File: src/rtl/dss_cfg.svh
// Purpose: offsets, field positions and reset values of the strobe generator
// Assumes: byte addressing on a 32-bit Avalon-MM slave
// Notes: definitions only
`ifndef DSS_CFG_SVH
`define DSS_CFG_SVH

// ****************************************************************
// register offsets (byte addresses)
// ****************************************************************
`define DSS_CTRL_OFFSET 4'h0
`define DSS_STATUS_OFFSET 4'h4

// ****************************************************************
// control fields
// ****************************************************************
`define DSS_SRC_LSB 0
`define DSS_SRC_MSB 1
`define DSS_RATIO_LSB 4
`define DSS_RATIO_MSB 7
`define DSS_ALIGN_BIT 8

// ****************************************************************
// status fields
// ****************************************************************
`define DSS_STAT_LOCK_BIT 0
`define DSS_STAT_ALIGNED_BIT 1
`define DSS_STAT_PLL_BIT 2
`define DSS_STAT_ARMED_BIT 3

// ****************************************************************
// reset values and limits
// ****************************************************************
`define DSS_SRC_RESET 2'h1
`define DSS_RATIO_RESET 4'h2
`define DSS_ALIGN_RESET 1'b1
`define DSS_RATIO_MIN 4'h1
`define DSS_RATIO_MAX 4'h8

`endif

File: src/rtl/dss_pkg.sv
// Purpose: types shared by the strobe generator files
// Assumes: nothing
// Notes: encodings of the lock source follow enum order
package dss_pkg;

    // lane coupling choice, order gives the control field code
    typedef enum logic [1:0] {
        DSS_INDEPENDENT,
        DSS_FOLLOW_LANE_ZERO,
        DSS_FOLLOW_LANE_ONE
    } dss_strobe_lock_source_e;

    // software configuration
    typedef struct packed {
        logic align_en;
        logic [3:0] ratio;
        dss_strobe_lock_source_e src;
    } dss_cfg_s;

    // observable state
    typedef struct packed {
        logic armed;
        logic pll_lock;
        logic aligned;
        logic lock_out;
    } dss_stat_s;

endpackage

File: src/rtl/dss_pin_sync.sv
// Purpose: three-stage pin synchroniser with agreement filter and edge pulses
// Assumes: pin is asynchronous to clk_sys
// Notes: stage one feeds only stage two
`timescale 1ns/10ps

module dss_pin_sync
(
    // clock and reset
    input wire logic clk_sys,
    input wire logic reset,
    // pin side
    input wire logic pin_in,
    // filtered side
    output logic level_reg,
    output logic rise_reg,
    output logic fall_reg
);

    logic s1_reg;
    logic s2_reg;
    logic s3_reg;
    logic agree;

    // shift chain, stage one read by stage two only
    always_ff @(posedge clk_sys)
    begin
        if (reset)
        begin
            s1_reg <= 1'b0;
            s2_reg <= 1'b0;
            s3_reg <= 1'b0;
        end
        else
        begin
            s1_reg <= pin_in;
            s2_reg <= s1_reg;
            s3_reg <= s2_reg;
        end
    end

    // a change counts once stages two and three agree
    assign agree = (s2_reg == s3_reg) && (s2_reg != level_reg);

    // filtered level and one-cycle edge pulses
    always_ff @(posedge clk_sys)
    begin
        if (reset)
        begin
            level_reg <= 1'b0;
            rise_reg <= 1'b0;
            fall_reg <= 1'b0;
        end
        else
        begin
            level_reg <= agree ? s2_reg : level_reg;
            rise_reg <= agree && s2_reg;
            fall_reg <= agree && !s2_reg;
        end
    end

endmodule // dss_pin_sync

File: src/rtl/dss_strobe_gen.sv
// Purpose: dual-lane serializer strobe generator with lane coupling and lock output
// Assumes: fast and reference clocks arrive as pins well below clk_sys / 6
// Notes: configuration over Avalon-MM, one wait state per access
//
// Local design decisions: the address map and register access over Avalon-MM.
`timescale 1ns/10ps
`include "dss_cfg.svh"

// Notes on behaviour
// - in independent mode each lane makes its own strobe from its own fast clock alone.
// - when following lane one, the lane-zero strobe repeats lane one's a fast cycle later.
// - when following lane zero, the lane-one strobe repeats lane zero's a fast cycle later.
// - the lock output stays low until the pll lock is high and alignment is done, then tracks it.
// - lock source takes independent, follow zero or follow one and resets to follow zero.
// - one ratio from 1 to 8, reset value 2, divides both fast clocks into strobes.
// - with align-to-reference set, as after reset, strobes are aligned to the reference clock.
// - strobe position is fixed on lock rising and again on each control write to byte 0, and kept by a free-running counter.
// - alignment is taken at a falling edge of the reference clock.
module dss_strobe_gen
    import dss_pkg::*;
(
    // clock and reset
    input wire logic clk_sys,
    input wire logic reset,
    // avalon-mm slave
    input wire logic [3:0] avs_address,
    input wire logic avs_read,
    input wire logic avs_write,
    input wire logic [3:0] avs_byteenable,
    input wire logic [31:0] avs_writedata,
    output logic [31:0] avs_readdata,
    output logic avs_waitrequest,
    // pll side pins
    input wire logic fast_clk_in_zero,
    input wire logic fast_clk_in_one,
    input wire logic slow_ref_clk,
    input wire logic pll_lock_in,
    // serializer side
    output logic fast_io_clk_zero,
    output logic fast_io_clk_one,
    output logic strobe_lane_zero,
    output logic strobe_lane_one,
    output logic strobe_lock_out
);

    // ****************************************************************
    // helpers
    // ****************************************************************

    // address decode, shared by read and write paths
    function automatic logic reg_hit(input logic [3:0] addr, input logic [3:0] offs);
        reg_hit = (addr == offs);
    endfunction

    // true when the given lane copies the other lane's strobe
    function automatic logic is_slave(input dss_strobe_lock_source_e src, input int lane);
        is_slave = (lane == 0) ? (src == DSS_FOLLOW_LANE_ONE) : (src == DSS_FOLLOW_LANE_ZERO);
    endfunction

    // ****************************************************************
    // pin synchronisers
    // ****************************************************************

    logic [3:0] pin_vec;
    logic [3:0] level_vec;
    logic [3:0] rise_vec;
    logic [3:0] fall_vec;

    // index 0/1 fast clocks, 2 reference clock, 3 pll lock
    assign pin_vec = {pll_lock_in, slow_ref_clk, fast_clk_in_one, fast_clk_in_zero};

    genvar gp;
    generate
        for (gp = 0; gp < 4; gp = gp + 1)
        begin : g_sync
            dss_pin_sync u_sync
            (
                .clk_sys(clk_sys),
                .reset(reset),
                .pin_in(pin_vec[gp]),
                .level_reg(level_vec[gp]),
                .rise_reg(rise_vec[gp]),
                .fall_reg(fall_vec[gp])
            );
        end
    endgenerate

    logic lock_level;
    logic lock_rise;
    logic slow_fall;
    logic [1:0] fast_edge;

    assign lock_level = level_vec[3];
    assign lock_rise = rise_vec[3];
    assign slow_fall = fall_vec[2];
    assign fast_edge = rise_vec[1:0];

    // fast clocks pass as synchronised, filtered copies, four clk_sys edges late
    assign fast_io_clk_zero = level_vec[0];
    assign fast_io_clk_one = level_vec[1];

    // ****************************************************************
    // register bus
    // ****************************************************************

    dss_cfg_s cfg_reg;
    dss_stat_s stat;
    logic wr_take;
    logic cfg_wr;
    logic [3:0] new_ratio;
    logic [1:0] new_src;

    assign wr_take = avs_write && !avs_waitrequest;
    assign cfg_wr = wr_take && reg_hit(avs_address, `DSS_CTRL_OFFSET) && avs_byteenable[0];
    assign new_ratio = avs_writedata[`DSS_RATIO_MSB:`DSS_RATIO_LSB];
    assign new_src = avs_writedata[`DSS_SRC_MSB:`DSS_SRC_LSB];

    // one wait state: request seen, then answered on the next edge
    always_ff @(posedge clk_sys)
    begin
        if (reset)
            avs_waitrequest <= 1'b1;
        else
            avs_waitrequest <= !((avs_read || avs_write) && avs_waitrequest);
    end

    // read data prepared in the wait cycle, unmapped reads give zero
    always_ff @(posedge clk_sys)
    begin
        if (reset)
            avs_readdata <= 32'h0000_0000;
        else if (avs_read && avs_waitrequest)
        begin
            avs_readdata <= 32'h0000_0000;
            if (reg_hit(avs_address, `DSS_CTRL_OFFSET))
            begin
                avs_readdata[`DSS_SRC_MSB:`DSS_SRC_LSB] <= cfg_reg.src;
                avs_readdata[`DSS_RATIO_MSB:`DSS_RATIO_LSB] <= cfg_reg.ratio;
                avs_readdata[`DSS_ALIGN_BIT] <= cfg_reg.align_en;
            end
            else if (reg_hit(avs_address, `DSS_STATUS_OFFSET))
                avs_readdata[3:0] <= stat;
        end
    end

    // configuration with reset defaults; illegal codes leave the field as is
    always_ff @(posedge clk_sys)
    begin
        if (reset)
        begin
            cfg_reg.src <= dss_strobe_lock_source_e'(`DSS_SRC_RESET);
            cfg_reg.ratio <= `DSS_RATIO_RESET;
            cfg_reg.align_en <= `DSS_ALIGN_RESET;
        end
        else
        begin
            if (cfg_wr && (new_src <= 2'(DSS_FOLLOW_LANE_ONE)))
                cfg_reg.src <= dss_strobe_lock_source_e'(new_src);
            if (cfg_wr && (new_ratio >= `DSS_RATIO_MIN) && (new_ratio <= `DSS_RATIO_MAX))
                cfg_reg.ratio <= new_ratio;
            if (wr_take && reg_hit(avs_address, `DSS_CTRL_OFFSET) && avs_byteenable[1])
                cfg_reg.align_en <= avs_writedata[`DSS_ALIGN_BIT];
        end
    end

    // ****************************************************************
    // alignment
    // ****************************************************************

    logic armed_reg;
    logic aligned_reg;
    logic lock_out_reg;

    // arm once per lock rise; a config write re-arms so a new ratio is realigned
    always_ff @(posedge clk_sys)
    begin
        if (reset || !lock_level)
        begin
            armed_reg <= 1'b0;
            aligned_reg <= 1'b0;
        end
        else if (lock_rise || cfg_wr)
        begin
            armed_reg <= 1'b1;
            aligned_reg <= 1'b0;
        end
        // wait for a reference falling edge unless alignment is off
        else if (armed_reg && (slow_fall || !cfg_reg.align_en))
        begin
            armed_reg <= 1'b0;
            aligned_reg <= 1'b1;
        end
    end

    // lock output needs both pll lock and finished alignment
    always_ff @(posedge clk_sys)
    begin
        if (reset)
            lock_out_reg <= 1'b0;
        else
            lock_out_reg <= aligned_reg && lock_level;
    end

    assign strobe_lock_out = lock_out_reg;
    assign stat = '{armed: armed_reg, pll_lock: lock_level, aligned: aligned_reg,
                    lock_out: lock_out_reg};

    // ****************************************************************
    // lane counters and strobes
    // ****************************************************************

    logic [2:0] ratio_m1;
    logic [2:0] cnt_reg [2];
    // unpacked so each lane's process owns its own element
    logic strobe_reg [2];

    assign ratio_m1 = 3'(cfg_reg.ratio - 4'h1);

    genvar gl;
    generate
        for (gl = 0; gl < 2; gl = gl + 1)
        begin : g_lane
            // free-running divider counter started at alignment
            always_ff @(posedge clk_sys)
            begin
                if (reset || !aligned_reg)
                    cnt_reg[gl] <= 3'h0;
                else if (fast_edge[gl])
                    cnt_reg[gl] <= (cnt_reg[gl] == ratio_m1) ? 3'h0 : 3'(cnt_reg[gl] + 3'h1);
            end

            // own count or the master's strobe one fast cycle late
            always_ff @(posedge clk_sys)
            begin
                if (reset || !aligned_reg)
                    strobe_reg[gl] <= 1'b0;
                else if (fast_edge[gl])
                    strobe_reg[gl] <= is_slave(cfg_reg.src, gl) ? strobe_reg[1 - gl]
                                                                : (cnt_reg[gl] == ratio_m1);
            end
        end
    endgenerate

    assign strobe_lane_zero = strobe_reg[0];
    assign strobe_lane_one = strobe_reg[1];

    // ****************************************************************
    // checks
    // ****************************************************************

    a_follow_one_delay: assert property (@(posedge clk_sys) disable iff (reset)
        (aligned_reg && cfg_reg.src == DSS_FOLLOW_LANE_ONE && fast_edge[0])
        |=> (strobe_reg[0] == $past(strobe_reg[1])))
        else $error("lane zero strobe does not trail lane one");

    a_follow_zero_delay: assert property (@(posedge clk_sys) disable iff (reset)
        (aligned_reg && cfg_reg.src == DSS_FOLLOW_LANE_ZERO && fast_edge[1])
        |=> (strobe_reg[1] == $past(strobe_reg[0])))
        else $error("lane one strobe does not trail lane zero");

    a_indep_own_count: assert property (@(posedge clk_sys) disable iff (reset)
        (aligned_reg && cfg_reg.src == DSS_INDEPENDENT && fast_edge[1] && !lock_rise && !cfg_wr)
        |=> (strobe_reg[1] == ($past(cnt_reg[1]) == $past(ratio_m1))))
        else $error("independent lane strobe not from its own counter");

    a_lock_needs_align: assert property (@(posedge clk_sys) disable iff (reset)
        lock_out_reg |-> ($past(aligned_reg) && $past(lock_level)))
        else $error("lock output high without alignment and pll lock");

    a_reset_defaults: assert property (@(posedge clk_sys)
        reset |=> (cfg_reg.src == DSS_FOLLOW_LANE_ZERO && cfg_reg.ratio == 4'h2
                   && cfg_reg.align_en))
        else $error("configuration defaults wrong after reset");

    a_ratio_range: assert property (@(posedge clk_sys) disable iff (reset)
        (cfg_reg.ratio >= 4'h1) && (cfg_reg.ratio <= 4'h8) && (cfg_reg.src != 2'h3))
        else $error("configuration outside legal range");

    a_align_at_fall: assert property (@(posedge clk_sys) disable iff (reset)
        $rose(aligned_reg) |-> $past(slow_fall || !cfg_reg.align_en))
        else $error("alignment not taken at reference falling edge");

    a_counter_wrap: assert property (@(posedge clk_sys) disable iff (reset)
        (aligned_reg && lock_level && !cfg_wr && fast_edge[0] && cnt_reg[0] == ratio_m1)
        |=> (cnt_reg[0] == 3'h0))
        else $error("lane zero counter does not wrap at ratio");

    a_strobe_one_period: assert property (@(posedge clk_sys) disable iff (reset)
        (strobe_reg[0] && !fast_edge[0] && aligned_reg && lock_level && !cfg_wr)
        |=> strobe_reg[0])
        else $error("strobe dropped between fast edges");

    a_bus_one_wait: assert property (@(posedge clk_sys) disable iff (reset)
        ((avs_read || avs_write) && avs_waitrequest) |=> !avs_waitrequest ##1 avs_waitrequest)
        else $error("bus answer not after exactly one wait state");

endmodule // dss_strobe_gen

File: config.mk
export PLATFORM = sky130hd
export DESIGN_NAME = dss_strobe_gen
export DESIGN_NICKNAME = d
export VERILOG_FILES = /design/src/rtl/dss_pkg.sv /design/src/rtl/dss_pin_sync.sv /design/src/rtl/dss_strobe_gen.sv
export VERILOG_INCLUDE_DIRS = /design/src /design/src/rtl
export SDC_FILE = /design/constraint.sdc
export NUM_CORES = 1
export LEC_CHECK = 0
export ABC_AREA = 1
export BUFFER_PORTS_ARGS = -buffer_cell sky130_fd_sc_hd__buf_4
export CAP_MARGIN = 5
export CORE_MARGIN = 10
export CORE_UTILIZATION = 44
export DETAILED_ROUTE_END_ITERATION = 12
export PLACE_DENSITY = 0.75
export SYNTH_ARGS = -nofsm -noshare
export SYNTH_HDL_FRONTEND = slang
export SYNTH_HIERARCHICAL = 1
export SYNTH_SLANG_ARGS = --single-unit
export TNS_END_PERCENT = 20
File: constraint.sdc
create_clock -name clk_sys -period 1.6 [get_ports clk_sys]
set_input_delay 0.24 -clock clk_sys [delete_from_list [all_inputs] [get_ports clk_sys]]
set_output_delay 0.24 -clock clk_sys [all_outputs]
set_load 0.03 [all_outputs]
==> impl_metrics.tcl, run 1 <==
set metrics [dict create \
    status "finished clean" \
    cts_buffers 5 \
    syn-cell-area_mm2 0.00225 \
    grt-ovfl-total 0 \
    drt-pass1-iter-count 4 \
    hold_violations 0 \
    numPortBuffers 35 \
    start_kind "flip-flop" \
    startpoint "cfg_reg[3]" \
    grt_pass1_vias 1825 \
    reg2regPathDepth 9 \
    crit_path_frequent_cell "nand2_1" \
    drtIter0Drc 80 \
    start_util 0.463 \
    antenna_cells 0 \
    critPathMaxStageDelay_ns 0.35 \
    wl_um 4390 \
    maxSlewViolCount 0 \
    dp_hpwl_um 3460 \
    r2r-end "cnt_reg[1][0]" \
    hp-class "in2reg" \
    clockRootBuffer "clkbuf_8" \
    viasPerCell 4.41 \
    clock-skew-final_ns 0.00701 \
    ir_drop_mv 0.602 \
    vias 1764 \
    total_power_mw 2.28 \
    avgSynthCellArea_um2 7.74 \
    drive_gt1_frac 0.189 \
    gp_congestion 0.757 \
    cts.clk_slew.worst_paths_ns 0.08 \
    cts_tree "built" \
    drc 0 \
    required_ns 1.65 \
    io_pins 86 \
    htree_levels 2 \
    final_area_mm2 0.00261 \
    antenna_found_initial 0 \
    busiest_layer "met2" \
    rsz0062_at_grt "no" \
    criticalPathCategory "reg2reg" \
    numClockSinks 48 \
    drv_cap 0 \
    grt_first_pass_wirelength_um 7550 \
    fin_crit_ns 1.51 \
    worstSetupEndpointType "flip-flop" \
    avgRoutedWirePerCell_um 11.0 \
    grtUsageTotal 0.107 \
    syn_to_final_growth_pct 16.3 \
    die_h_um 91.4 \
    insertion_delay_ns 0.29 \
    rrSetupSlack_ns 0.09 \
    post-cts-setup-buffers 0 \
    crit_path_end "cnt_reg[1][0]" \
    power.leakage_nw 1.29 \
    fp-row-count 25 \
    setup_viol 0 \
    setup_slack_ns 0.0866 \
    use_met2 0.199 \
    crit_fanout 3 \
    fin_crit_sh 0.946 \
    netlist_instances 290 \
    dp_slack_ns 0.0550 \
    use_met1 0.107 \
    core_mm2 0.00485 \
    nets 383 \
    fmax_mhz 661 \
    power.density_mw_per_mm2 874 \
    fin_setup_tns_ns 0 \
    die_w_um 91.4 \
    largest_reg_flops 9 \
    finish.utilization 0.539 \
    grt_max_degree 21 \
    yosysWarnings 6 \
    crit-reg2reg-launch "cfg_reg[3]" \
    clockBufferDepth 2 \
    crit_arrival_ns 1.57 \
    placed_cell_area_mm2 0.00251 \
    cp_slowest_cell "dfxtp_2" \
    die_area_mm2 0.00836 \
    grtUsageMet3 0.0420 \
    crit_chain "inv_1 > ha_1 > or2_2 > nand2_2 > nand2_1 > nand2_1 > nand2_1 > nand2_1 > nor2_1" \
    drtAntennaViolNets 0 \
]
-- power breakdown --
group / switching, mW / total (mW) / leakage, nW / internal, mW
clock: 0.369 / 0.722 / 0.0455 / 0.353
combinational: 0.206 / 0.293 / 0.818 / 0.0879
sequential: 0.0156 / 1.27 / 0.425 / 1.25
total: 0.591 / 2.28 / 1.29 / 1.69
-- layer usage --
metal	part of all wire	up-vias
met4	0.011	0
li1	-	930
met1	0.43	786
met5	0	-
met2	0.50	43
met3	0.065	5
-- worst min-delay path by stage --
stage | start | end | cells past startpoint
after floorplan | reset | g_sync[0].u_sync/s1_reg | 1
after global placement | g_sync[3].u_sync/s1_reg | g_sync[3].u_sync/s2_reg | 2
after detailed placement | g_sync[3].u_sync/s1_reg | g_sync[3].u_sync/s2_reg | 2
after CTS | avs_write | avs_waitrequest | 2
after global routing | avs_write | avs_waitrequest | 2
final | fast_clk_in_zero | g_sync[0].u_sync/s1_reg | 3
-- cell type report --
cell class / instances / area, um2
well taps: 67 / 83.8
clock buffers: 8 / 90.1
flip-flops and latches: 48 / 1040
inverters: 49 / 184
repair buffers: 39 / 293
multi-input cells: 189 / 918
fillers: 467 / 2240
-- cell usage in the layout, fill, tap and decap left out, types with 3 or more instances in the layout --
cell type / count
nand3_1: 20
conb_1: 23
nor2_1: 43
dfxtp_1: 38
o211ai_1: 3
ha_1: 3
edfxtp_1: 8
nor2_2: 5
clkbuf_8: 6
a21oi_1: 10
xnor2_1: 6
nand4_1: 4
nand2_2: 3
nand2_1: 50
o21ai_0: 10
inv_1: 47
buf_4: 39
nor2_4: 4
-- per-stage QoR --
stage,cells,hold WS (ns)
6_report,400,0.145
5_1_grt,400,0.131
4_1_cts,400,0.133
3_5_place_dp,392,0.399
3_3_place_gp,392,0.390
2_1_floorplan,312,0.311
-- worst max-delay path: cells and delay by family (launching register included) --
family | cells | cell delay, ns
simple gates | 7 | 0.71
buf+inv | 1 | 0.05
flops | 1 | 0.35
fa+ha+maj | 1 | 0.18
-- timing repair --
item,CTS,global route
endpoints found under the setup margin,0,7
resized for setup,0,5
hold buffers,0,0
Note: power is estimated with default switching activity, not from simulation.
==> inputs of run 2 (changes only) <==
Settings changed: REMOVE_ABC_BUFFERS set to 1.
==> run 2 against run 1 <==
Critical path depth is the same. Critical path type unchanged. Highest routed layer unchanged. Fmax is 1.3% higher. Power up 8.1%. Global-route usage hardly changed. Clock-buffer cell count fell by 2. Sequential power barely moved.
==> impl_metrics.tcl, run 2 (synthesis gave the netlist of run 1 again) <==
set metrics [dict create \
    nets 383 \
    crit-reg2reg-launch "cfg_reg[3]" \
    p_sw_frac 0.250 \
    dp.cells 392 \
    antenna_cells 0 \
    avgRoutedWirePerCell_um 10.9 \
    required_ns 1.66 \
    layout_commonest_cell "nand2_1" \
    clockRootBuffer "clkbuf_8" \
    final_area_mm2 0.00264 \
    hold_ws_ns 0.134 \
    maxSlewViolCount 0 \
    die_h_um 91.4 \
    die_area_mm2 0.00836 \
    hp-class "in2reg" \
    met1_length_um 1850 \
    fin_crit_ns 1.49 \
    largest_reg_flops 9 \
    wl_um 4370 \
    grt_max_degree 21 \
    power.density_mw_per_mm2 935 \
    start_kind "flip-flop" \
    hp-start "slow_ref_clk" \
    rrSetupSlack_ns 0.11 \
    die_w_um 91.4 \
    criticalPathCategory "reg2reg" \
    reg2regPathDepth 9 \
    numClockSinks 48 \
    status "finished clean" \
    grt_first_pass_wirelength_um 7530 \
    antenna_found_initial 0 \
    crit_fanout 3 \
    startpoint "cfg_reg[3]" \
    dp_hpwl_um 3440 \
    drt-pass1-iter-count 4 \
    r2r-end "cnt_reg[0][2]" \
    holdBufCountCts 0 \
    setup_viol 0 \
    ir_drop_mv 0.585 \
    p_comb_frac 0.119 \
    routed.top_layer "met4" \
    core_mm2 0.00485 \
    syn_to_final_growth_pct 17.6 \
    power_frac_seq 0.513 \
    post-cts-setup-buffers 0 \
    grtUsageTotal 0.108 \
    fillers 457 \
    total_power_mw 2.47 \
    pwr-share-clk 0.368 \
    cts.clk_slew.worst_paths_ns 0.09 \
    placed_cell_area_mm2 0.00251 \
    grt_pass1_vias 1757 \
    cts_buffers 5 \
    hold_violations 0 \
    final_cells 400 \
    power.leakage_nw 1.30 \
    io_pins 86 \
    vias 1729 \
    fmax_mhz 670 \
    drtIter0Drc 74 \
    crit_arrival_ns 1.55 \
    gp_congestion 0.832 \
    drc 0 \
    internal-power_mw 1.85 \
    grt-ovfl-total 0 \
    htree_levels 2 \
    cts_tree "built" \
    insertion_delay_ns 0.30 \
    wl_met2_um 2160 \
    drv_cap 0 \
    start_util 0.463 \
    fin_crit_sh 0.933 \
    numPortBuffers 35 \
    viasPerCell 4.32 \
    hold_depth 3 \
    layout_common_cells "nand2_1 (51), inv_1 (47), nor2_1 (43), buf_4 (39), dfxtp_1 (38)" \
    drive_gt1_frac 0.192 \
    drtAntennaViolNets 0 \
    clock-skew-final_ns 0.00548 \
    fp-row-count 25 \
    clockBufferDepth 2 \
    switchingPower_uw 619 \
    wl_met3_um 286 \
    whs_endpoint "g_sync[2].u_sync/s1_reg" \
    worstSetupEndpointType "flip-flop" \
]
## run 2: worst max path at each step
stage,slack (ns),endpoint
detailed placement,0.05,cnt_reg[0][0]
global placement,0.08,cnt_reg[1][0]
global route,-0.001,cnt_reg[0][1]
finish,0.11,cnt_reg[0][2]
floorplan,0.09,cnt_reg[0][0]
CTS,0.04,cnt_reg[0][0]
## run 2: area by class of cell
class,count,area [um2],share of cell area
clock inverter,2,38.8,0.0147
multi-input combinational,189,916,0.347
clock buffer,6,82.6,0.0313
timing repair buffer,39,293,0.111
inverter,49,184,0.0696
tap,67,83.8,0.0317
sequential,48,1040,0.395
## run 2: repair_timing
action,CTS,global route
setup endpoints to repair,0,6
hold endpoints to repair,0,0
gates resized for setup,0,4
## run 2: worst max-delay path, cell delays in order (launching register included)
cell	delay (ns)
dfxtp_2	0.36
inv_1	0.04
ha_1	0.17
or2_2	0.30
nand2_2	0.07
nand2_1	0.05
nand2_1	0.05
nand2_1	0.08
nand2_2	0.09
nor2_1	0.04
## run 2: metrics by stage
stage / utilization / TNS (ns) / setup WS (ns)
6_report: 0.545 / 0 / 0.107
2_1_floorplan: - / 0 / 0.0898
3_3_place_gp: 0.518 / 0 / 0.0841
3_5_place_dp: 0.518 / 0 / 0.0543
4_1_cts: 0.543 / 0 / 0.0434
5_1_grt: 0.545 / -0.00231 / -0.00121
## run 2: routing by layer
| layer | global-route usage | vias up |
|---|---|---|
| met5 | 0 | - |
| met4 | 0.0574 | 0 |
| met3 | 0.0395 | 8 |
| met2 | 0.185 | 39 |
| met1 | 0.112 | 751 |
| li1 | - | 931 |
## run 2: power by group through the flow
stage               logic (mW)  clock network [mW]  registers [mW]
detailed placement       0.293                   0            1.30
global route             0.321               0.998            1.27
CTS                      0.294               0.940            1.27
global placement         0.288                   0            1.29
finish                   0.294               0.908            1.27
floorplan                0.150                   0            1.33
==> inputs of run 3 (changes only) <==
Settings changed: BUFFER_PORTS_ARGS -buffer_cell sky130_fd_sc_hd__buf_4 to -buffer_cell sky130_fd_sc_hd__buf_2, CORE_UTILIZATION 44 to 40, PLACE_DENSITY 0.75 to 0.67.
Clock period 1.6 ns to 1.7 ns, I/O delays scaled along.
==> run 3 against run 2 <==
Setup slack improved by 0.072 ns. Hold slack better by 0.021 ns. Non-clock buffer count decreased by 1. Critical endpoint is now cnt_reg[0][0].
==> impl_metrics.tcl, run 3 (synthesis gave the netlist of run 1 again) <==
set metrics [dict create \
    grt_first_pass_wirelength_um 7340 \
    grtUsageTotal 0.100 \
    crit_fanout 3 \
    p_comb_frac 0.119 \
    die_w_um 94.9 \
    core_mm2 0.00547 \
    drc 0 \
    viasPerCell 4.41 \
    dp.cells 396 \
    die_h_um 94.9 \
    numPortBuffers 35 \
    final_area_mm2 0.00252 \
    internal-power_mw 1.57 \
    maxSlewViolCount 0 \
    p_sw_frac 0.268 \
    wl_um 4460 \
    crit_chain "inv_1 > ha_1 > or2_2 > nand2_1 > nand2_1 > nand2_1 > nand2_1 > nand2_1 > nor2_1" \
    placed_cell_area_mm2 0.00242 \
    worstSetupEndpointType "flip-flop" \
    wl_met2_um 2100 \
    avgRoutedWirePerCell_um 11.0 \
    clockRootBuffer "clkbuf_8" \
    crit-reg2reg-launch "cfg_reg[3]" \
    fillers 562 \
    reg2regPathDepth 9 \
    insertion_delay_ns 0.30 \
    clockBufferDepth 2 \
    power_frac_seq 0.555 \
    cts_buffers 5 \
    path_buf_inv 1 \
    syn_to_final_growth_pct 12.1 \
    power.leakage_nw 1.27 \
    setup_viol 0 \
    rsz0062_at_grt "no" \
    fmax_mhz 657 \
    critPathMaxStageDelay_ns 0.35 \
    grt_max_degree 21 \
    fin_crit_ns 1.52 \
    met1_length_um 1880 \
    status "finished clean" \
    dp_hpwl_um 3460 \
    pwr-share-clk 0.326 \
    start_kind "flip-flop" \
    crit_path_end "cnt_reg[0][0]" \
    cts_tree "built" \
    switchingPower_uw 576 \
    power.density_mw_per_mm2 852 \
    required_ns 1.75 \
    drive_gt1_frac 0.181 \
    final_cells 404 \
    numClockSinks 48 \
    grt_pass1_vias 1705 \
    drt-pass1-iter-count 4 \
    fin_setup_tns_ns 0 \
    finish.utilization 0.460 \
    fp-row-count 27 \
    drtAntennaViolNets 0 \
    antenna_found_initial 0 \
    criticalPathCategory "reg2reg" \
    largest_reg_flops 9 \
    r2r-end "cnt_reg[0][0]" \
    drtIter0Drc 51 \
    routed.top_layer "met4" \
    cp_top_family "simple AND/OR/NAND/NOR gates" \
    antenna_cells 0 \
    setup_slack_ns 0.179 \
    nets 382 \
    wl_met3_um 403 \
    vias 1783 \
    dp_slack_ns 0.155 \
    start_util 0.410 \
    drv_cap 0 \
    layout_common_cells "nand2_1 (53), inv_1 (47), nor2_1 (43), dfxtp_1 (38), buf_2 (35)" \
    io_pins 86 \
    startpoint "cfg_reg[3]" \
    die_area_mm2 0.00901 \
    hp-start "fast_clk_in_zero" \
    cts.clk_slew.worst_paths_ns 0.09 \
    crit_cells 9 \
    hold_violations 0 \
    post-cts-setup-buffers 0 \
    crit_arrival_ns 1.57 \
    hold_ws_ns 0.155 \
    rrSetupSlack_ns 0.18 \
    fin_crit_sh 0.895 \
    crit_path_frequent_cell "nand2_1" \
    gp_congestion 0.781 \
    layout_commonest_cell "nand2_1" \
    cp_slowest_cell "dfxtp_2" \
    ir_drop_mv 0.451 \
    grt-ovfl-total 0 \
    htree_levels 2 \
    hp-class "in2reg" \
    total_power_mw 2.15 \
    clock-skew-final_ns 0.00927 \
]
-- run 3: cell types whose count changed in the layout (fill, tap and decap cells not counted), sizes merged --
cell    change
inv         +1
clkinv      -1
buf         -1
bufinv      -1
clkbuf      +1
-- run 3: worst min path at each step --
| stage | endpoint | depth (start not counted) |
|---|---|---|
| after floorplan | g_sync[0].u_sync/s1_reg | 1 |
| after global placement | g_sync[1].u_sync/s2_reg | 2 |
| after detailed placement | g_sync[0].u_sync/s2_reg | 2 |
| after CTS | g_sync[0].u_sync/s1_reg | 3 |
| after global routing | g_sync[0].u_sync/s1_reg | 3 |
| final | g_sync[0].u_sync/s1_reg | 3 |
-- run 3: power groups by stage --
stage / registers, mW / logic (mW) / clock network (mW)
6_report: 1.19 / 0.255 / 0.700
5_1_grt: 1.20 / 0.279 / 0.761
4_1_cts: 1.19 / 0.254 / 0.717
3_5_place_dp: 1.22 / 0.253 / 0
3_3_place_gp: 1.22 / 0.249 / 0
2_1_floorplan: 1.25 / 0.142 / 0
-- run 3: repair_timing --
action,4_1_cts,5_1_grt
hold buffers,0,0
endpoints found under the hold margin,0,0
setup endpoints to repair,0,5
resized for setup,0,2
-- run 3: worst min-delay path, cell delays in order --
cell and delay, ns:
buf_2 0.09, inv_1 0.04, nor2_1 0.03
-- run 3: cell type report --
cell class / count / area (um2) / share of cell area
sequential: 48 / 1040 / 0.414
clock buffer: 7 / 86.3 / 0.0343
timing repair buffer: 38 / 198 / 0.0785
clock inverter: 1 / 6.26 / 0.00248
inverter: 49 / 184 / 0.0730
tap: 72 / 90.1 / 0.0358
multi-input combinational: 189 / 911 / 0.362
-- run 3: metal layers --
metal	vias to the layer above	global-route usage
li1	929	-
met1	800	0.104
met2	45	0.176
met3	9	0.0412
met4	0	0.0411
met5	-	0
